==> src/verilog/gtx_regs.vh <==
/*
 Register map, field positions, reset values, code tables and timing counts
 for the transmit coding path. Assumes inclusion by bare name from the
 design file; definitions only.
*/
`ifndef GTX_REGS_VH
`define GTX_REGS_VH

// APB map
`define GTX_CTRL_ADDR 8'h00
`define GTX_STAT_ADDR 8'h04
`define GTX_CTRL_RESET 4'h0

// Control fields
`define GTX_CTRL_WIDTH 1:0
`define GTX_CTRL_ENC_BYP 2
`define GTX_CTRL_FIFO_BYP 3

// Status fields
`define GTX_ST_RD 0
`define GTX_ST_OVF 1
`define GTX_ST_UNF 2
`define GTX_ST_LVL 5:3
`define GTX_ST_LOCK 6
`define GTX_ST_CDR 7

// Width codes and stored lane counts (lanes minus one)
`define GTX_W1 2'h0
`define GTX_W2 2'h1
`define GTX_LANES1 2'h0
`define GTX_LANES2 2'h1
`define GTX_LANES4 2'h3

// Serial timing, in bit times (one pclk per bit)
`define GTX_BITS_PER_REF 20
`define GTX_LAST_BIT 5'h13
`define GTX_HALF_LAST 5'h09
`define GTX_RX_HALF 5'h0A
`define GTX_RX_EDGE_PHASE 5'h01
`define GTX_NO_DATA_BITS 7'h4C

// Transmit FIFO
`define GTX_FIFO_DEPTH 3'h4
`define GTX_FIFO_BYP_DEPTH 3'h1

// 8b/10b tables, minus-disparity column, abcdei / fghj with a leftmost
`define GTX_TBL6 {6'h2B,6'h1E,6'h2E,6'h0E,6'h36,6'h16,6'h26,6'h33,6'h3A,6'h1A,6'h2A,6'h0B,\
6'h32,6'h13,6'h23,6'h1B,6'h17,6'h1C,6'h2C,6'h0D,6'h34,6'h15,6'h25,6'h39,6'h38,6'h19,6'h29,\
6'h35,6'h31,6'h2D,6'h1D,6'h27}
`define GTX_TBL4 {4'hE,4'h6,4'hA,4'hD,4'hC,4'h5,4'h9,4'hB}
`define GTX_K28_6B 6'h0F
`define GTX_D7_6B 6'h38
`define GTX_A7_4B 4'h7

// Idle comma sent on underflow, first-sent bit at bit 0
`define GTX_IDLE_SYM 10'h17C

`endif

==> src/verilog/gtx_tx_path.v <==
/*
 Transmit coding path of a serial transceiver: per-lane 8b/10b encoder with
 disparity control, four-entry transmit FIFO, 20-bit serializer, reference
 lock and recovered clock, APB configuration and status.
 Assumes pclk is the serial bit clock and all inputs are synchronous to it;
 ref_input_clock is a sampled level with a period of twenty pclk cycles.
*/
// The address map and the APB slave port were decided locally.
`include "gtx_regs.vh"

module gtx_tx_path
(
	// Clock and reset
	input wire pclk,
	input wire presetn,
	// APB slave
	input wire psel,
	input wire penable,
	input wire pwrite,
	input wire [7:0] paddr,
	input wire [31:0] pwdata,
	output reg [31:0] prdata,
	output reg pready,
	output reg pslverr,
	// Fabric transmit interface, lane 0 sent first
	input wire tx_write,
	input wire [31:0] tx_payload,
	input wire [3:0] tx_ctrl_flag,
	input wire [3:0] tx_disp_override,
	input wire [3:0] tx_disp_value,
	input wire tx_invert_lanes,
	output reg [3:0] tx_ctrl_char_error,
	output reg tx_running_disp,
	output reg tx_fifo_overflow,
	output reg tx_fifo_underflow,
	// Clocking
	input wire ref_input_clock,
	output reg recovered_rx_clock,
	output reg ref_locked,
	// Serial line
	input wire serial_in_pos,
	output reg serial_out_pos,
	output reg serial_out_neg
);

localparam [191:0] TBL6 = `GTX_TBL6;
localparam [31:0] TBL4 = `GTX_TBL4;

function [3:0] gtx_ones;
	input [9:0] v;
	integer n;
	begin
		gtx_ones = 4'h0;
		for (n = 0; n < 10; n = n + 1)
			gtx_ones = gtx_ones + {3'h0, v[n]};
	end
endfunction

// Puts the first-sent bit at index 0
function [9:0] gtx_rev;
	input [9:0] v;
	integer n;
	begin
		for (n = 0; n < 10; n = n + 1)
			gtx_rev[n] = v[9 - n];
	end
endfunction

function gtx_kvalid;
	input [7:0] d;
	begin
		gtx_kvalid = (d[4:0] == 5'h1C) || (d[7:5] == 3'h7 && (d[4:0] == 5'h17
			|| d[4:0] == 5'h1B || d[4:0] == 5'h1D || d[4:0] == 5'h1E));
	end
endfunction

// Returns {disparity after, symbol}; rd high means positive
function [10:0] gtx_enc;
	input [7:0] d;
	input k;
	input rd;
	reg [5:0] m6;
	reg [5:0] c6;
	reg [3:0] m4;
	reg [3:0] p4;
	reg [3:0] c4;
	reg rd6;
	reg a7;
	begin
		m6 = TBL6[d[4:0] * 6 +: 6];
		if (k && d[4:0] == 5'h1C)
			m6 = `GTX_K28_6B;
		c6 = (rd && (gtx_ones({4'h0, m6}) != 4'h3 || m6 == `GTX_D7_6B)) ? ~m6 : m6;
		rd6 = rd ^ (gtx_ones({4'h0, c6}) != 4'h3);
		// Alternate 4b code avoids a run of five equal bits
		a7 = d[7:5] == 3'h7 && (k
			|| (!rd6 && (d[4:0] == 5'h11 || d[4:0] == 5'h12 || d[4:0] == 5'h14))
			|| (rd6 && (d[4:0] == 5'h0B || d[4:0] == 5'h0D || d[4:0] == 5'h0E)));
		m4 = a7 ? `GTX_A7_4B : TBL4[d[7:5] * 4 +: 4];
		p4 = (gtx_ones({6'h00, m4}) != 4'h2 || d[7:5] == 3'h3) ? ~m4 : m4;
		if (k)
			c4 = rd ? ~p4 : p4;
		else
			c4 = rd6 ? p4 : m4;
		gtx_enc[9:0] = gtx_rev({c6, c4});
		gtx_enc[10] = rd ^ (gtx_ones({c6, c4}) != 4'h5);
	end
endfunction

// Configuration and status
reg [3:0] ctrl;
reg sticky_ovf;
reg sticky_unf;
wire [1:0] lanes;
wire enc_bypass;
wire fifo_bypass;

// Encoder state
reg enc_rd;
reg [39:0] next_syms;
reg [3:0] next_kerr;
reg next_rd;
reg rd_c;
reg rd_use;
reg [10:0] enc;
integer i;

// FIFO
reg [39:0] fifo_sym [0:3];
reg [1:0] fifo_nl [0:3];
reg [1:0] wr_ptr;
reg [1:0] rd_ptr;
reg [2:0] level;
reg [1:0] lane_idx;
reg primed;
wire [2:0] cap;
wire push;
wire ovf;
wire refill;
wire pop_sym;
wire pop_entry;
wire [9:0] cur_sym;

// Serializer and clocking
reg [19:0] word;
reg [4:0] bit_cnt;
reg [4:0] ref_per;
reg ref_q;
reg rx_q;
reg [4:0] rx_cnt;
reg [6:0] rx_quiet;
wire ref_rise;
wire rx_edge;
wire rx_idle;
wire [4:0] bit_next;
wire apb_wr;
wire apb_rd;

assign lanes = (ctrl[`GTX_CTRL_WIDTH] == `GTX_W1) ? `GTX_LANES1 :
	(ctrl[`GTX_CTRL_WIDTH] == `GTX_W2) ? `GTX_LANES2 : `GTX_LANES4;
assign enc_bypass = ctrl[`GTX_CTRL_ENC_BYP];
assign fifo_bypass = ctrl[`GTX_CTRL_FIFO_BYP];

// FIFO bypass leaves a single holding stage
assign cap = fifo_bypass ? `GTX_FIFO_BYP_DEPTH : `GTX_FIFO_DEPTH;
assign push = tx_write && (level < cap);
assign ovf = tx_write && !(level < cap);

assign refill = (bit_cnt == `GTX_HALF_LAST) || (bit_cnt == `GTX_LAST_BIT);
assign pop_sym = refill && (level != 3'h0);
assign pop_entry = pop_sym && (lane_idx == fifo_nl[rd_ptr]);
assign cur_sym = fifo_sym[rd_ptr][lane_idx * 10 +: 10];

assign ref_rise = ref_input_clock && !ref_q;
assign rx_edge = serial_in_pos ^ rx_q;
assign rx_idle = (rx_quiet == `GTX_NO_DATA_BITS);
assign bit_next = (bit_cnt == `GTX_LAST_BIT) ? 5'h00 : bit_cnt + 5'h01;

// Writes land at the edge where the master sees pready; read data is staged one edge earlier
assign apb_wr = psel && penable && pwrite && pready;
assign apb_rd = psel && penable && !pwrite && !pready;

// Encode each lane up to the configured width; disparity carries into the next lane
always @*
begin
	next_syms = 40'h0;
	next_kerr = 4'h0;
	rd_c = enc_rd;
	rd_use = 1'b0;
	enc = 11'h000;
	for (i = 0; i < 4; i = i + 1)
	begin
		if (i <= lanes)
		begin
			rd_use = tx_disp_override[i] ? tx_disp_value[i] : (rd_c ^ tx_disp_value[i]);
			enc = gtx_enc(tx_payload[i * 8 +: 8], tx_ctrl_flag[i], rd_use);
			if (enc_bypass)
			begin
				next_syms[i * 10 +: 10] = gtx_rev({tx_disp_override[i], tx_disp_value[i],
					tx_payload[i * 8 +: 8]});
			end
			else
			begin
				next_syms[i * 10 +: 10] = enc[9:0];
				rd_c = enc[10];
				next_kerr[i] = tx_ctrl_flag[i] && !gtx_kvalid(tx_payload[i * 8 +: 8]);
			end
		end
	end
	next_rd = rd_c;
end

// APB slave: one wait state, pready always from a flop
always @(posedge pclk or negedge presetn)
begin
	if (!presetn)
	begin
		ctrl <= `GTX_CTRL_RESET;
		pready <= 1'b0;
		pslverr <= 1'b0;
		prdata <= 32'h0000_0000;
	end
	else
	begin
		pready <= psel && penable && !pready;
		pslverr <= 1'b0;
		prdata <= 32'h0000_0000;
		if (apb_wr && paddr == `GTX_CTRL_ADDR)
			ctrl <= pwdata[3:0];
		if (apb_rd && paddr == `GTX_CTRL_ADDR)
			prdata <= {28'h0000000, ctrl};
		if (apb_rd && paddr == `GTX_STAT_ADDR)
			prdata <= {24'h000000, rx_idle == 1'b0, ref_locked, level,
				sticky_unf, sticky_ovf, enc_rd};
		if (psel && penable && !pready && paddr != `GTX_CTRL_ADDR && paddr != `GTX_STAT_ADDR)
			pslverr <= 1'b1;
	end
end

// Sticky flags: write one clears, a new event in the same cycle wins
always @(posedge pclk or negedge presetn)
begin
	if (!presetn)
	begin
		sticky_ovf <= 1'b0;
		sticky_unf <= 1'b0;
	end
	else
	begin
		if (apb_wr && paddr == `GTX_STAT_ADDR && pwdata[`GTX_ST_OVF])
			sticky_ovf <= 1'b0;
		if (apb_wr && paddr == `GTX_STAT_ADDR && pwdata[`GTX_ST_UNF])
			sticky_unf <= 1'b0;
		if (ovf)
			sticky_ovf <= 1'b1;
		if (refill && level == 3'h0 && primed)
			sticky_unf <= 1'b1;
	end
end

// Encoder disparity and fabric-side reports
always @(posedge pclk or negedge presetn)
begin
	if (!presetn)
	begin
		enc_rd <= 1'b0;
		tx_running_disp <= 1'b0;
		tx_ctrl_char_error <= 4'h0;
		tx_fifo_overflow <= 1'b0;
		tx_fifo_underflow <= 1'b0;
	end
	else
	begin
		// Disparity advances only for characters that enter the FIFO
		if (push)
			enc_rd <= next_rd;
		tx_running_disp <= push ? next_rd : enc_rd;
		tx_ctrl_char_error <= tx_write ? next_kerr : 4'h0;
		tx_fifo_overflow <= ovf;
		tx_fifo_underflow <= refill && level == 3'h0 && primed;
	end
end

always @(posedge pclk)
begin
	if (push)
	begin
		fifo_sym[wr_ptr] <= next_syms;
		fifo_nl[wr_ptr] <= lanes;
	end
end

always @(posedge pclk or negedge presetn)
begin
	if (!presetn)
	begin
		wr_ptr <= 2'h0;
		rd_ptr <= 2'h0;
		level <= 3'h0;
		lane_idx <= 2'h0;
		primed <= 1'b0;
	end
	else
	begin
		if (push)
			wr_ptr <= wr_ptr + 2'h1;
		if (pop_entry)
			rd_ptr <= rd_ptr + 2'h1;
		if (pop_sym)
			lane_idx <= pop_entry ? 2'h0 : lane_idx + 2'h1;
		level <= level + {2'h0, push} - {2'h0, pop_entry};
		// Underflow counts only after traffic started, not at idle power-up
		if (push)
			primed <= 1'b1;
		else if (refill && level == 3'h0)
			primed <= 1'b0;
	end
end

// Serializer and reference lock
always @(posedge pclk or negedge presetn)
begin
	if (!presetn)
	begin
		word <= {`GTX_IDLE_SYM, `GTX_IDLE_SYM};
		bit_cnt <= 5'h00;
		ref_per <= 5'h00;
		ref_q <= 1'b0;
		ref_locked <= 1'b0;
		serial_out_pos <= 1'b0;
		serial_out_neg <= 1'b1;
	end
	else
	begin
		ref_q <= ref_input_clock;
		// word boundary follows each rising reference edge
		if (ref_rise)
		begin
			bit_cnt <= 5'h00;
			ref_per <= 5'h00;
			ref_locked <= (ref_per == `GTX_LAST_BIT);
		end
		else
		begin
			bit_cnt <= bit_next;
			ref_per <= (ref_per == 5'h1F) ? ref_per : ref_per + 5'h01;
			if (ref_per == 5'h1F)
				ref_locked <= 1'b0;
		end
		// Refill the half already sent; the idle comma ignores disparity
		if (bit_cnt == `GTX_HALF_LAST)
			word[9:0] <= pop_sym ? cur_sym : `GTX_IDLE_SYM;
		if (bit_cnt == `GTX_LAST_BIT)
			word[19:10] <= pop_sym ? cur_sym : `GTX_IDLE_SYM;
		serial_out_pos <= word[bit_cnt] ^ tx_invert_lanes;
		serial_out_neg <= ~(word[bit_cnt] ^ tx_invert_lanes);
	end
end

// Recovered clock
always @(posedge pclk or negedge presetn)
begin
	if (!presetn)
	begin
		rx_q <= 1'b0;
		rx_cnt <= 5'h00;
		rx_quiet <= 7'h00;
		recovered_rx_clock <= 1'b0;
	end
	else
	begin
		rx_q <= serial_in_pos;
		if (rx_edge)
			rx_quiet <= 7'h00;
		else if (!rx_idle)
			rx_quiet <= rx_quiet + 7'h01;
		if (rx_edge)
			rx_cnt <= `GTX_RX_EDGE_PHASE;
		else if (rx_idle)
			rx_cnt <= ref_rise ? 5'h01 : bit_next;
		else
			rx_cnt <= (rx_cnt == `GTX_LAST_BIT) ? 5'h00 : rx_cnt + 5'h01;
		// one twentieth of the bit rate
		recovered_rx_clock <= (rx_cnt < `GTX_RX_HALF);
	end
end

endmodule // gtx_tx_path
==> config.mk <==
export PLATFORM = sky130hd
export DESIGN_NAME = gtx_tx_path
export DESIGN_NICKNAME = d
export VERILOG_FILES = /design/src/verilog/gtx_tx_path.v
export VERILOG_INCLUDE_DIRS = /design/src /design/src/verilog
export SDC_FILE = /design/constraint.sdc
export NUM_CORES = 1
export LEC_CHECK = 0
export ABC_AREA = 1
export BUFFER_PORTS_ARGS = -buffer_cell sky130_fd_sc_hd__buf_2
export CORE_MARGIN = 10
export CORE_UTILIZATION = 25
export CTS_CLUSTER_DIAMETER = 100
export DETAILED_ROUTE_END_ITERATION = 8
export GPL_TIMING_DRIVEN = 1
export PLACE_DENSITY = 0.47
export SYNTH_ARGS = -nofsm -noshare
export SYNTH_HDL_FRONTEND = slang
export SYNTH_SLANG_ARGS = --single-unit
export TNS_END_PERCENT = 30
==> constraint.sdc <==
create_clock -name pclk -period 30.7 [get_ports pclk]
set_clock_uncertainty 0.05 [all_clocks]
set_input_delay 6.14 -clock pclk [delete_from_list [all_inputs] [get_ports pclk]]
set_output_delay 6.14 -clock pclk [all_outputs]
set_load 0.005 [all_outputs]
==> run_results.csv <==
group,metric,value,unit
yosys,synth_area,15800,um^2
global_route,grt_max_degree,86,
worst_setup_path,cp.required,31.13,ns
cts,root_buffer,"clkbuf_16",
worst_setup_path,critical_path_arrival,33.90,ns
timing,setup_viol,17,
final_layout,ff_latch_area,7090,um^2
final_layout,syn2layout_area_growth,28.6,%
routing,drt-total-wl,45900,um
final_layout,stdcell_count,2908,
cts,clock-sinks,249,
floorplanning,rows,91,
floorplanning,start_util,25.4,%
yosys,synth_ff_type,"edfxtp_1",
routing,dr_wl_met3,1340,um
timing,post-route-min-period,33.46,ns
cts,cts_buffer_depth,3,
timing,fmax,0.0299,GHz
routing,drtPass1Iterations,5,
final_layout,drive_above_1_share,25.2,%
outcome,violations,"negative setup slack",
outcome,status,"finished with violations",
worst_setup_path,start_kind,"input port",
timing,hold_viol_final,0,
routing,wl_per_cell,15.8,um
yosys,syn-instance-count,1769,
worst_setup_path,cp_common_cell,"buf_4",
timing,rsz0062_at_grt,"true",
run,max_cap_violations,0,
yosys,synth_edf_count,168,
final_layout,multi_input_area,8020,um^2
routing,drt_iter0_drc,671,
floorplanning,ios,138,
worst_setup_path,setup.worst_path.class,"in2reg",
cts,cts_tree,"yes",
routing,num_vias,13100,
worst_setup_path,worstPathMaxFanout,8,
yosys,synth_area_leaders,"edfxtp_1, dfrtp_1, ha_1, o21ai_0, nand2_1",
global_route,grt_pass1_wl,73600,um
global_route,overflow,0,
final_layout,nFillCells,6402,
final_layout,layout_common_cells,"nand2_1, inv_1, buf_4",
placement,dp_cells,2764,
timing,fin_ws,-2.76,ns
yosys,syn_area_per_cell,8.91,um^2
timing,fin_crit_sh,109,%
timing,max_slew_margin,29.2,%
yosys,async_flop_share,32.5,%
yosys,synth_top_area_share,32.0,%
cts,cts.clk_slew.worst_paths,0.06,ns
worst_hold_path,holdCritPathClass,"reg2reg",
cts,clock_latency,0.57,ns
floorplanning,fp.dieW,271,um
routing,viasPerCell,4.51,
global_route,grt_pass1_vias,13600,
worst_setup_path,max_stage_delay,0.56,ns
worst_setup_path,cp_slowest_cell,"fa_1",
final_layout,antenna-diode-count,0,
floorplanning,die_h,271,um
routing,m1WireLength,20200,um
yosys,synth_area_leader_cell,"edfxtp_1",
yosys,ys_seq_elements,249,
global_route,grtUsageTotal,12.3,%
routing,drc,0,
timing,tightest_slew,1.06,ns
routing,drtAntennaViolNets,0,
final_layout,final_area,20300,um^2
floorplanning,fp.coreArea,62100,um^2
yosys,ys_warn_count,0,
global_route,antenna_found_initial,1,
yosys,ys_types,51,
yosys,synth-seq-area-share,45.0,%
worst_setup_path,end_kind,"flop",
placement,hpwlAfterDp,31900,um
placement,place.port_buffers,85,
placement,gp_congestion,0.834,
cts,h-tree-depth,1,
timing,slew_violations,0,
floorplanning,die-area,73500,um^2
placement,place_area,18200,um^2
final_layout,final_common_cell,"nand2_1",
routing,top_layer,"met4",
final_layout,nNetsFinal,2267,
cts,cts_buffers,29,
timing,fin_setup_tns,-17.62,ns
routing,route.met2.wl,23200,um
## Yosys cell counts, types with 3 or more instances
cell	n
a211oi_1	5
a21oi_1	82
a221oi_1	3
a31oi_1	11
a32o_1	3
buf_1	4
buf_4	24
buf_6	3
clkbuf_1	55
clkinv_1	5
dfrtp_1	68
dfstp_2	13
edfxtp_1	168
fa_1	41
ha_1	83
inv_1	241
nand2_1	244
nand2_2	13
nand2_4	3
nand3_1	91
nand3_2	10
nand3b_1	3
nand4_1	5
nor2_1	194
nor3_1	14
o211ai_1	39
o21ai_0	199
o221ai_1	24
o22ai_1	29
o31ai_1	8
or2_2	7
xnor2_1	14
xor2_1	40
## path summary, 6_finish.rpt
path / depth (start not counted) / from / endpoint / slack, ns
setup / recovery: 165 / tx_payload[0] / enc_rd / -2.76
hold / removal: 2 / word[4] / word[4] / 0.42
hold reg to reg: 2 / word[4] / word[4] / 0.42
max in group asynchronous: 2 / presetn / rd_ptr[0] / 23.91
setup reg to reg: 153 / enc_rd / enc_rd / 4.81
min in group asynchronous: 1 / presetn / tx_ctrl_char_error[1] / 5.52
## worst max-delay path: cells and delay by family
kind                       cells  cell delay, ns
xor gates and xnor gates      10            1.78
adders and majority gates     40           15.02
and+or+nand+nor               46            4.05
AOI/OAI and AO/OA             12            1.91
buffers and inverters         57            5.00
## metrics by stage
step                hold WS (ns)  setup WS (ns)  utilization (%)
finish                     0.417          -2.76             32.7
CTS                        0.419          -2.79             32.1
global route               0.429          -4.31             32.7
global placement           0.402          -3.70             29.4
detailed placement         0.408          -3.92             29.4
floorplan                  0.384          -2.34                -
## what timing repair did
| item | in CTS | in global routing |
|---|---|---|
| pin swaps | 40 | 42 |
| setup endpoints to repair | 17 | 21 |
| resized for setup | 66 | 42 |
| hold endpoints to repair | 0 | 0 |
| hold buffers | 0 | 0 |
| buffers inserted | 71 | 23 |
## routing by layer
layer  vias up  track usage, %
met5         -               0
met1      6362            15.2
met3        66            1.42
met2       203            22.1
met4         0            3.25
li1       6497               -
## cell families after synthesis
| kind of cell | count (synthesis) | synth area share (%) |
|---|---|---|
| AOI/OAI and AO/OA | 418 | 15.4 |
| xor gates and xnor gates | 55 | 3.10 |
| adders and majority gates | 124 | 11.8 |
| buffers and inverters | 333 | 8.65 |
| DFF | 249 | 45.0 |
| other | 1 | 0.0238 |
| and+or+nand+nor | 589 | 16.0 |
## state kept, by name (all words and copies together) (netlist names), 2 cells and up
signal and count:
rd_ptr 2, word 20, wr_ptr 2, lane_idx 2
ref_per 5, level 3, prdata 8, tx_ctrl_char_error 4
rx_cnt 5, rx_quiet 7, bit_cnt 5, fifo_nl 8
ctrl 4, fifo_sym 160
## final cells by class
type | instances | area share (%)
inverters | 246 | 4.67
repair buffers | 314 | 11.2
multi-input cells | 1210 | 39.6
well taps | 837 | 5.17
clock buffers | 38 | 3.85
clock inverters | 14 | 0.537
flip-flops and latches | 249 | 35.0
Power is not shown: default switching activity piles up to over one toggle a cycle in this logic, so the estimate is an artifact.
